$ cat src/rtl/cip_defines.svh
`ifndef CIP_DEFINES_SVH
`define CIP_DEFINES_SVH

// ************************************************************
// Timing
// ************************************************************
`define CIP_CLK_NS        10
`define CIP_STD_HALF_NS   5000
`define CIP_FMP_HALF_NS   500
`define CIP_STD_HALF_CYC  10'((`CIP_STD_HALF_NS + `CIP_CLK_NS - 1) / `CIP_CLK_NS)
`define CIP_FMP_HALF_CYC  10'((`CIP_FMP_HALF_NS + `CIP_CLK_NS - 1) / `CIP_CLK_NS)

// ************************************************************
// Register map
// ************************************************************
`define CIP_OFF_CMD       12'h000
`define CIP_OFF_STATUS    12'h004
`define CIP_OFF_DATA      12'h020
`define CIP_DATA_MASK     12'hFE0
`define CIP_CMD_GO        0
`define CIP_CMD_READ      1
`define CIP_CMD_ASEL      2
`define CIP_CMD_FAST      3
`define CIP_CMD_LEN_LSB   4
`define CIP_CMD_IDX_LSB   8
`define CIP_ST_BUSY       0
`define CIP_ST_DONE       1
`define CIP_ST_NACK       2
`define CIP_ST_BUSBUSY    3
`define CIP_CMD_RESET     32'h0000_0000

// ************************************************************
// Link
// ************************************************************
`define CIP_ADDR_LO       7'h74
`define CIP_ADDR_HI       7'h75
`define CIP_ACK_BIT       4'h8

`endif

$ cat src/rtl/cip_pkg.sv
`include "cip_defines.svh"

package cip_pkg;

  typedef enum logic [3:0] {
    CIP_S_IDLE   = 4'h0,
    CIP_S_STA_A  = 4'h1,
    CIP_S_STA_B  = 4'h2,
    CIP_S_STA_C  = 4'h3,
    CIP_S_BIT_LO = 4'h4,
    CIP_S_BIT_HI = 4'h5,
    CIP_S_STO_A  = 4'h6,
    CIP_S_STO_B  = 4'h7,
    CIP_S_STO_C  = 4'h8
  } cip_state_e;

  typedef enum logic [1:0] {
    CIP_G_ADDR  = 2'h0,
    CIP_G_INDEX = 2'h1,
    CIP_G_RADDR = 2'h2,
    CIP_G_DATA  = 2'h3
  } cip_stage_e;

  // Address byte: seven-bit target address, then direction (1 = read)
  function automatic logic [7:0] cip_addr_byte(input logic asel, input logic rd);
    cip_addr_byte = {(asel ? `CIP_ADDR_HI : `CIP_ADDR_LO), rd};
  endfunction

  function automatic logic cip_is_data(input logic [11:0] addr);
    cip_is_data = ((addr & `CIP_DATA_MASK) == `CIP_OFF_DATA) && (addr[1:0] == 2'h0);
  endfunction

endpackage

$ cat src/rtl/cip_sync2.sv
`timescale 1ns/1ps

// Two-stage synchroniser for the two link lines
module cip_sync2 (
  input  wire logic       pclk,
  input  wire logic       presetn,
  input  wire logic [1:0] d,
  output logic      [1:0] q
);

  logic [1:0] meta;

  always_ff @(posedge pclk or negedge presetn) begin
    if (!presetn) begin
      meta <= 2'h3;
      q    <= 2'h3;
    end else begin
      meta <= d;
      q    <= meta;
    end
  end

endmodule

$ cat src/rtl/cip_half_timer.sv
`timescale 1ns/1ps

// Counts one half period of the serial clock
module cip_half_timer (
  input  wire logic       pclk,
  input  wire logic       presetn,
  input  wire logic       restart,
  input  wire logic [9:0] limit,
  output logic            expired
);

  logic [9:0] cnt;
  logic [9:0] next_cnt;

  assign expired = (cnt == 10'(limit - 10'h001));

  always_comb begin
    if (restart) begin
      next_cnt = 10'h000;
    end else if (expired) begin
      next_cnt = cnt;
    end else begin
      next_cnt = 10'(cnt + 10'h001);
    end
  end

  always_ff @(posedge pclk or negedge presetn) begin
    if (!presetn) begin
      cnt <= 10'h000;
    end else begin
      cnt <= next_cnt;
    end
  end

endmodule

$ cat src/rtl/cip_host.sv
`timescale 1ns/1ps
`include "cip_defines.svh"

module cip_host (
  input  wire logic        pclk,
  input  wire logic        presetn,
  input  wire logic [11:0] paddr,
  input  wire logic        psel,
  input  wire logic        penable,
  input  wire logic        pwrite,
  input  wire logic [31:0] pwdata,
  output logic      [31:0] prdata,
  output logic             pready,
  output logic             pslverr,
  input  wire logic        scl_i,
  output logic             scl_o,
  output logic             scl_oe,
  input  wire logic        sda_i,
  output logic             sda_o,
  output logic             sda_oe
);

  // ************************************************************
  // State
  // ************************************************************
  cip_pkg::cip_state_e state;
  cip_pkg::cip_state_e next_state;
  cip_pkg::cip_stage_e stage;
  cip_pkg::cip_stage_e next_stage;
  logic [7:0]          mem [0:7];
  logic [7:0]          next_mem [0:7];
  logic [7:0]          shift;
  logic [7:0]          next_shift;
  logic [3:0]          bit_cnt;
  logic [3:0]          next_bit_cnt;
  logic [2:0]          byte_cnt;
  logic [2:0]          next_byte_cnt;
  logic                cmd_rd;
  logic                next_cmd_rd;
  logic                cmd_asel;
  logic                next_cmd_asel;
  logic                cmd_fast;
  logic                next_cmd_fast;
  logic [2:0]          cmd_len;
  logic [2:0]          next_cmd_len;
  logic [7:0]          cmd_idx;
  logic [7:0]          next_cmd_idx;
  logic [9:0]          half_cyc;
  logic [9:0]          next_half_cyc;
  logic                rep;
  logic                next_rep;
  logic                done;
  logic                next_done;
  logic                nack;
  logic                next_nack;
  logic                bus_busy;
  logic                next_bus_busy;
  logic                scl_prev;
  logic                sda_prev;
  logic                next_scl_oe;
  logic                next_sda_oe;
  logic [31:0]         next_prdata;
  logic                next_pslverr;
  logic                tmr_restart;
  logic                expired;
  logic [1:0]          line_s;
  logic                scl_s;
  logic                sda_s;
  logic                wr_acc;
  logic                setup;
  logic                mapped;
  logic                go;
  logic                rx_mode;

  assign scl_o   = 1'b0;
  assign sda_o   = 1'b0;
  assign pready  = 1'b1;
  assign scl_s   = line_s[1];
  assign sda_s   = line_s[0];
  assign setup   = psel && !penable;
  assign wr_acc  = psel && penable && pwrite;
  assign mapped  = (paddr == `CIP_OFF_CMD) || (paddr == `CIP_OFF_STATUS) || cip_pkg::cip_is_data(paddr);
  assign rx_mode = cmd_rd && (stage == cip_pkg::CIP_G_DATA);
  // New command only when idle and nobody else holds the bus
  assign go      = wr_acc && (paddr == `CIP_OFF_CMD) && pwdata[`CIP_CMD_GO]
                   && (state == cip_pkg::CIP_S_IDLE) && !bus_busy;

  cip_sync2 u_sync (
    .pclk    (pclk),
    .presetn (presetn),
    .d       ({scl_i, sda_i}),
    .q       (line_s)
  );

  cip_half_timer u_timer (
    .pclk    (pclk),
    .presetn (presetn),
    .restart (tmr_restart),
    .limit   (half_cyc),
    .expired (expired)
  );

  // ************************************************************
  // Next values
  // ************************************************************
  always_comb begin
    next_state    = state;
    next_stage    = stage;
    next_mem      = mem;
    next_shift    = shift;
    next_bit_cnt  = bit_cnt;
    next_byte_cnt = byte_cnt;
    next_cmd_rd   = cmd_rd;
    next_cmd_asel = cmd_asel;
    next_cmd_fast = cmd_fast;
    next_cmd_len  = cmd_len;
    next_cmd_idx  = cmd_idx;
    next_half_cyc = half_cyc;
    next_rep      = rep;
    next_done     = done;
    next_nack     = nack;
    next_scl_oe   = scl_oe;
    next_sda_oe   = sda_oe;
    next_prdata   = prdata;
    next_pslverr  = 1'b0;

    next_bus_busy = bus_busy;
    if (scl_s && scl_prev && sda_prev && !sda_s) begin
      next_bus_busy = 1'b1;
    end else if (scl_s && scl_prev && !sda_prev && sda_s) begin
      next_bus_busy = 1'b0;
    end

    // Register access; sticky flags clear by writing one
    if (setup) begin
      next_pslverr = !mapped;
      if (paddr == `CIP_OFF_CMD) begin
        next_prdata = {16'h0000, cmd_idx, 1'b0, cmd_len, cmd_fast, cmd_asel, cmd_rd, 1'b0};
      end else if (paddr == `CIP_OFF_STATUS) begin
        next_prdata = {28'h000_0000, bus_busy, nack, done, (state != cip_pkg::CIP_S_IDLE)};
      end else if (cip_pkg::cip_is_data(paddr)) begin
        next_prdata = {24'h00_0000, mem[paddr[4:2]]};
      end else begin
        next_prdata = 32'h0000_0000;
      end
    end
    if (wr_acc && (paddr == `CIP_OFF_STATUS)) begin
      if (pwdata[`CIP_ST_DONE]) begin
        next_done = 1'b0;
      end
      if (pwdata[`CIP_ST_NACK]) begin
        next_nack = 1'b0;
      end
    end
    if (wr_acc && cip_pkg::cip_is_data(paddr) && (state == cip_pkg::CIP_S_IDLE)) begin
      next_mem[paddr[4:2]] = pwdata[7:0];
    end
    // a command written while busy or while the bus is held is dropped, not queued
    if (go) begin
      next_cmd_rd   = pwdata[`CIP_CMD_READ];
      next_cmd_asel = pwdata[`CIP_CMD_ASEL];
      next_cmd_fast = pwdata[`CIP_CMD_FAST];
      next_cmd_len  = pwdata[`CIP_CMD_LEN_LSB +: 3];
      next_cmd_idx  = pwdata[`CIP_CMD_IDX_LSB +: 8];
      next_half_cyc = pwdata[`CIP_CMD_FAST] ? `CIP_FMP_HALF_CYC : `CIP_STD_HALF_CYC;
      next_rep      = 1'b0;
      next_stage    = cip_pkg::CIP_G_ADDR;
      next_byte_cnt = 3'h0;
      next_state    = cip_pkg::CIP_S_STA_A;
    end

    case (state)
      cip_pkg::CIP_S_IDLE: begin
        next_scl_oe = 1'b0;
        next_sda_oe = 1'b0;
      end
      cip_pkg::CIP_S_STA_A: begin
        // Repeated start keeps SCL low while SDA is released
        next_sda_oe = 1'b0;
        if (expired) begin
          next_scl_oe = 1'b0;
          next_state  = cip_pkg::CIP_S_STA_B;
        end
      end
      cip_pkg::CIP_S_STA_B: begin
        if (expired && scl_s) begin
          next_sda_oe = 1'b1;
          next_state  = cip_pkg::CIP_S_STA_C;
        end
      end
      cip_pkg::CIP_S_STA_C: begin
        if (expired) begin
          next_scl_oe  = 1'b1;
          next_bit_cnt = 4'h0;
          next_shift   = cip_pkg::cip_addr_byte(cmd_asel, rep);
          next_state   = cip_pkg::CIP_S_BIT_LO;
        end
      end
      cip_pkg::CIP_S_BIT_LO: begin
        // SDA moves one cycle after SCL has fallen
        // ninth clock: transmitter releases, receiver acknowledges all but the last read byte
        if (bit_cnt == `CIP_ACK_BIT) begin
          next_sda_oe = rx_mode && (byte_cnt != cmd_len);
        end else begin
          next_sda_oe = !rx_mode && !shift[7];
        end
        if (expired) begin
          next_scl_oe = 1'b0;
          next_state  = cip_pkg::CIP_S_BIT_HI;
        end
      end
      cip_pkg::CIP_S_BIT_HI: begin
        // high phase counts only once SCL is really high
        if (expired && scl_s) begin
          next_scl_oe = 1'b1;
          next_state  = cip_pkg::CIP_S_BIT_LO;
          if (bit_cnt != `CIP_ACK_BIT) begin
            next_shift   = {shift[6:0], sda_s};
            next_bit_cnt = 4'(bit_cnt + 4'h1);
          end else begin
            next_bit_cnt = 4'h0;
            if (rx_mode) begin
              next_mem[byte_cnt] = shift;
              next_byte_cnt      = 3'(byte_cnt + 3'h1);
              // last byte was not acknowledged; finish with stop
              if (byte_cnt == cmd_len) begin
                next_state = cip_pkg::CIP_S_STO_A;
              end
            end else if (sda_s) begin
              next_nack  = 1'b1;
              next_state = cip_pkg::CIP_S_STO_A;
            end else begin
              case (stage)
                cip_pkg::CIP_G_ADDR: begin
                  next_stage = cip_pkg::CIP_G_INDEX;
                  next_shift = cmd_idx;
                end
                cip_pkg::CIP_G_INDEX: begin
                  next_stage = cmd_rd ? cip_pkg::CIP_G_RADDR : cip_pkg::CIP_G_DATA;
                  next_shift = mem[0];
                  if (cmd_rd) begin
                    next_rep   = 1'b1;
                    next_state = cip_pkg::CIP_S_STA_A;
                  end
                end
                cip_pkg::CIP_G_RADDR: begin
                  next_stage = cip_pkg::CIP_G_DATA;
                end
                cip_pkg::CIP_G_DATA: begin
                  next_byte_cnt = 3'(byte_cnt + 3'h1);
                  next_shift    = mem[3'(byte_cnt + 3'h1)];
                  if (byte_cnt == cmd_len) begin
                    next_state = cip_pkg::CIP_S_STO_A;
                  end
                end
                default: begin
                  next_state = cip_pkg::CIP_S_STO_A;
                end
              endcase
            end
          end
        end
      end
      cip_pkg::CIP_S_STO_A: begin
        next_sda_oe = 1'b1;
        if (expired) begin
          next_scl_oe = 1'b0;
          next_state  = cip_pkg::CIP_S_STO_B;
        end
      end
      cip_pkg::CIP_S_STO_B: begin
        // SDA rises while SCL high: bus free
        if (expired && scl_s) begin
          next_sda_oe = 1'b0;
          next_state  = cip_pkg::CIP_S_STO_C;
        end
      end
      cip_pkg::CIP_S_STO_C: begin
        if (expired) begin
          next_done  = 1'b1;
          next_state = cip_pkg::CIP_S_IDLE;
        end
      end
      default: begin
        next_scl_oe = 1'b0;
        next_sda_oe = 1'b0;
        next_state  = cip_pkg::CIP_S_IDLE;
      end
    endcase

    // Stretching holds the timer at zero until SCL is seen high
    tmr_restart = (next_state != state) || (!scl_s && ((state == cip_pkg::CIP_S_STA_B)
                  || (state == cip_pkg::CIP_S_BIT_HI) || (state == cip_pkg::CIP_S_STO_B)));
  end

  // ************************************************************
  // Registers
  // ************************************************************
  always_ff @(posedge pclk or negedge presetn) begin
    if (!presetn) begin
      state    <= cip_pkg::CIP_S_IDLE;
      stage    <= cip_pkg::CIP_G_ADDR;
      for (int i = 0; i < 8; i++) begin
        mem[i] <= 8'h00;
      end
      shift    <= 8'h00;
      bit_cnt  <= 4'h0;
      byte_cnt <= 3'h0;
      cmd_rd   <= 1'b0;
      cmd_asel <= 1'b0;
      cmd_fast <= 1'b0;
      cmd_len  <= 3'h0;
      cmd_idx  <= 8'h00;
      half_cyc <= `CIP_STD_HALF_CYC;
      rep      <= 1'b0;
      done     <= 1'b0;
      nack     <= 1'b0;
      bus_busy <= 1'b0;
      scl_prev <= 1'b1;
      sda_prev <= 1'b1;
      scl_oe   <= 1'b0;
      sda_oe   <= 1'b0;
      prdata   <= `CIP_CMD_RESET;
      pslverr  <= 1'b0;
    end else begin
      state    <= next_state;
      stage    <= next_stage;
      mem      <= next_mem;
      shift    <= next_shift;
      bit_cnt  <= next_bit_cnt;
      byte_cnt <= next_byte_cnt;
      cmd_rd   <= next_cmd_rd;
      cmd_asel <= next_cmd_asel;
      cmd_fast <= next_cmd_fast;
      cmd_len  <= next_cmd_len;
      cmd_idx  <= next_cmd_idx;
      half_cyc <= next_half_cyc;
      rep      <= next_rep;
      done     <= next_done;
      nack     <= next_nack;
      bus_busy <= next_bus_busy;
      scl_prev <= scl_s;
      sda_prev <= sda_s;
      scl_oe   <= next_scl_oe;
      sda_oe   <= next_sda_oe;
      prdata   <= next_prdata;
      pslverr  <= next_pslverr;
    end
  end

endmodule

$ cat config.mk
export PLATFORM = sky130hd
export DESIGN_NAME = cip_host
export DESIGN_NICKNAME = d
export VERILOG_FILES = /design/src/rtl/cip_pkg.sv /design/src/rtl/cip_sync2.sv /design/src/rtl/cip_half_timer.sv /design/src/rtl/cip_host.sv
export VERILOG_INCLUDE_DIRS = /design/src /design/src/rtl
export SDC_FILE = /design/constraint.sdc
export NUM_CORES = 1
export LEC_CHECK = 0
export BUFFER_PORTS_ARGS = -buffer_cell sky130_fd_sc_hd__buf_2
export CAP_MARGIN = 20
export CORE_ASPECT_RATIO = 0.7
export CORE_MARGIN = 8
export CORE_UTILIZATION = 39
export CTS_CLUSTER_SIZE = 40
export DETAILED_ROUTE_END_ITERATION = 8
export SYNTH_ARGS = -nofsm -noshare
export SYNTH_HDL_FRONTEND = slang
export SYNTH_SLANG_ARGS = --single-unit
export TNS_END_PERCENT = 10
$ cat constraint.sdc
create_clock -name pclk -period 7.3 [get_ports pclk]
set_clock_uncertainty 0.1 [all_clocks]
set_input_delay 1.46 -clock pclk [delete_from_list [all_inputs] [get_ports pclk]]
set_output_delay 1.46 -clock pclk [all_outputs]
set_load 0.02 [all_outputs]
-- Yosys cells after proc, flatten, opt, wreduce, memory -nomap -nowiden
Cells that the tools add are included.
W data, S select, Z words.
- register bits after elaboration: 164
- memories: 0
- bits in writable memories: 0
- logic and storage cells: 219
- memory bits (read-only): 0
- bits in latches: 0
- input bits: 51
- $lt $le $gt $ge: 5
- multiplexer cells: 95
- bitwise logic cells: 5
- equal/unequal tests: 28
- shift-type cells: 0
- reduce and logical (&&, ||, !) cells: 50
- multiply operators: 0
- add/sub/neg operators: 4
- div/mod/pow operators: 0
- operators by type and width (kind ; count):
    $mux W64 ; 5
    $bwmux W64 ; 2
    $mux W8 ; 13
    $mux W4 ; 15
    $bmux W8 S3 ; 2
    $demux W8 S3 ; 2
    $pmux W4 S9 ; 1
    $mux W1 ; 29
    $mux W3 ; 8
    $pmux W8 S3 ; 1
    $logic_and A1 B1 Y1 ; 23
    $mux W10 ; 2
    $eq A4 B3 Y1 const B ; 4
    $mux W16 ; 1
    $pmux W4 S2 ; 2
    $pmux W8 S2 ; 1
    $mux W2 ; 7
    $eq A12 B3 Y1 const B ; 1
    $ge A4 B4 Y1 const B ; 3
    $logic_not A12 Y1 ; 1
    $not A3 Y4 ; 3
    $add A10 B1 Y10 const B ; 1
    $eq A10 B10 Y1 ; 1
    $ne A2 B2 Y1 const B ; 5
    32 further kinds ; 54

-- Logic depth before layout (Yosys ltp)
- depth in word-level cells: 14
- mapped depth: 9
- gate-level depth less buffers: 7

-- By module
Synthesis repeated with hierarchy kept, for this count alone.
- cell total of the unflattened synthesis: 954
- area, all modules: 8770.9 sq um
- modules (own cells, without submodules) (module ; times used ; cells an instance ; area each (sq um)):
    cip_host ; 1 ; 828 ; 7661.1
    cip_half_timer ; 1 ; 122 ; 1004.7
    cip_sync2 ; 1 ; 4 ; 105.1

-- Worst setup path before layout
No wires, ideal clock.
- path type: input-to-reg
- from: input paddr[6]
- to: register mem[12] (netlist name)
- buffers on the path: 1
- library setup time: 0.125 ns
- setup slack: 3.433 ns
- stages: 6
- data arrival time: 3.642 ns
- required time: 7.075 ns
- path through: or4_4 > or2_1 > buf_6 > nor4_2 > mux2_2 > mux2_2
- RTL lines (item ; line ; text):
    start, declared ; cip_host.sv:7 ; input wire logic [11:0] paddr,
    end signal, assigned ; cip_host.sv:328 ; mem <= next_mem;
    end, declared ; cip_host.sv:30 ; logic [7:0] mem [0:7];

==> run metrics <==
flops & latches, synth=139; # clock sinks=139; met1 usage=28.3%; DR iter-0 viols=636; M2 GR Usage=22.2%; RSZ-0062 raised after global routing=no; fraction of layout cells with a size suffix above 1=40.8%; DP HPWL=16,300 um; fin. max-slew vios=0; crit end category=flop; Syn Std Cell Area=8420 sq um; ANT nets after route=0; Reg2Reg Setup Slack=3550 ps; Clk pin slew, worst setup/hold paths=70 ps; dpl ws=2890 ps; GRT Total Usage=17.3%; Worst Setup Path Type=input port to flop; first-pass GRT wire length=35,400 um; area grow syn2layout=13.0%; Fin. Hold Viols=0; Hold-fix buffers, CTS=0; Mapped Cells=717; Hold Path Cell Cnt=0; Rel. slew slack=23.0%; GR peak layer=met1; largest net degree at the start of global routing=77; post-synthesis sequential area ratio=41.4%; FF-to-FF Start=half_cyc[7]; CP Data Arrival Time=4220 ps; commonest non-fill, non-tap cell in the layout=mux2_2; Synth warnings=0; Cell variety after synth=72; CP peak stage delay=1030 ps; Finish-stage setup viols=0; Final period util=55.0%; f_max=249 MHz; DIE WIDTH=192 um; Post-synth top flop=dfrtp_1; reg2reg end=mem[30]; Die H=139 um; CTS resizes=0; Buf/Inv on CP=1; CTS tree=built; Max-cap violations=0; root buf cell=clkbuf_16; RePlAce Congestion=0.859; starting density of the core=39.3%; CTS H-tree lvls=4; initial antenna violation count=0; # diodes=0; share of flip-flops with an asynchronous set or reset=100%; wire length per cell=22.1 um; cts bufs inserted=17; wirelength, routed=23,100 um; critical path cell sequence=buf_2, or4_4, or2_1, nor4_2, mux2_2, mux2_2; hold_sp=u_sync.meta[0]; setup_tns=0 ps; vias in the first global route=5,688; DRC=0; Leakage Power=0.00445 uW; Most common cell on crit path=mux2_2; PD cells=183 nW/um^2; FP Rows=45; total global routing overflow=0; Core Region=21,500 sq um; die area=26,600 sq um; clock buffer depth=2; met3 usage=3.94%; most frequent cells in the layout=142 x mux2_2, 132 x dfrtp_1, 54 x nand2_1; status=finished clean; crit path max-delay cell type=nor4_2; Post-CTS Setup Bufs=0; Peak supply drop=167 uV; critical path depth=6; Via Count=6,016; I/O pins=89; Worst Hold Class=flop to flop; Worst-Skew Late Latency=430 ps; Pre-antenna DRT Iters=5; Worst Path Required=7510 ps; Worst Slack Setup Final=3280 ps; nets@finish=812; minimum clock period=4020 ps; r2r worst-path depth=7; worst-path maximum fanout=9; drt via density=5.75; Avg Cell Area, Syn=11.7 sq um; delay-heaviest family, CP=simple AND/OR/NAND/NOR gates; hold-critical path endpoint=u_sync.q[0]; EDFF count, synth=0; Worst Max-Slew Pin Slew=1140 ps; port bufs=53; crit path launch type=input port
## layout make-up
cell class | count | area (sq um)
inverter | 18 | 67.6
tap | 282 | 353
multi-input combinational | 510 | 4600
clock inverter | 15 | 174
clock buffer | 17 | 425
fill | 2036 | 11900
timing repair buffer | 66 | 409
sequential | 139 | 3490
## metal layers
layer / share of wire, % / vias up
met5: 0 / -
met2: 39 / 218
met4: 0.97 / 0
li1: - / 2726
met3: 7.2 / 19
met1: 52 / 3053
## where the power goes
group	switching [uW]	internal, uW	leakage [uW]	total [uW]
logic	53.6	19.6	0.00230	73.2
clock network	395	489	0.000291	884
registers	4.66	776	0.00186	780
## sequential cells by signal, indices dropped and copies added (netlist names), 2 cells and up
signal       count
mem             64
prdata          16
u_timer.cnt     10
cmd_idx          8
shift            8
bit_cnt          4
state            4
byte_cnt         3
cmd_len          3
half_cyc         2
stage            2
u_sync.meta      2
u_sync.q         2
## worst reg2reg max path, cell delays in order, from the launching register on
cell and delay (ps):
dfstp_2 540, inv_1 70, ha_1 190, or3b_1 410, a2111o_1 610, nor2_2 450, nand4_1 720, mux2_2 530
## cells in the mapped netlist (16+ instances only)
cell / number / share of area, %
clkbuf_1: 29 / 1.3
mux2_2: 142 / 19
buf_4: 19 / 1.7
mux4_2: 32 / 8.6
a21oi_1: 16 / 0.95
nor3_1: 16 / 0.95
o21ai_0: 25 / 1.5
nor2_1: 16 / 0.71
nand2_1: 54 / 2.4
mux2_4: 16 / 2.9
dfrtp_1: 132 / 39
inv_1: 18 / 0.80
nand3_1: 22 / 1.3
## stage by stage
step	instance area, sq um	std cells	hold slack (ps)	power (uW)	utilization, %
finish	9510	1047	257	1740	44.3
global route	9510	1047	260	1790	44.3
global placement	8860	1013	246	867	41.3
detailed placement	8860	1013	247	867	41.3
CTS	9460	1045	258	1750	44.1
floorplan	8490	734	245	834	-
## cell families after synthesis
family | Yosys count | share of synthesized area [%]
AND/OR/NAND/NOR | 165 | 10.8
flip-flops | 139 | 41.4
other | 2 | 0.0892
XOR/XNOR | 13 | 1.35
multiplexers | 205 | 32.2
adder cells (fa/ha/maj) | 9 | 1.34
buffers and inverters | 85 | 4.84
AO/OA/AOI/OAI | 99 | 8.04
## worst max-delay path by stage
stage / endpoint / slack (ps) / from
6_report: mem[60] / 3280 / paddr[6]
5_1_grt: mem[59] / 3240 / paddr[6]
4_1_cts: mem[56] / 3330 / paddr[6]
3_5_place_dp: mem[56] / 2890 / paddr[6]
3_3_place_gp: mem[62] / 2910 / paddr[6]
2_1_floorplan: mem[12] / 3430 / paddr[6]
No activity file was read; power rests on OpenSTA's default activity.
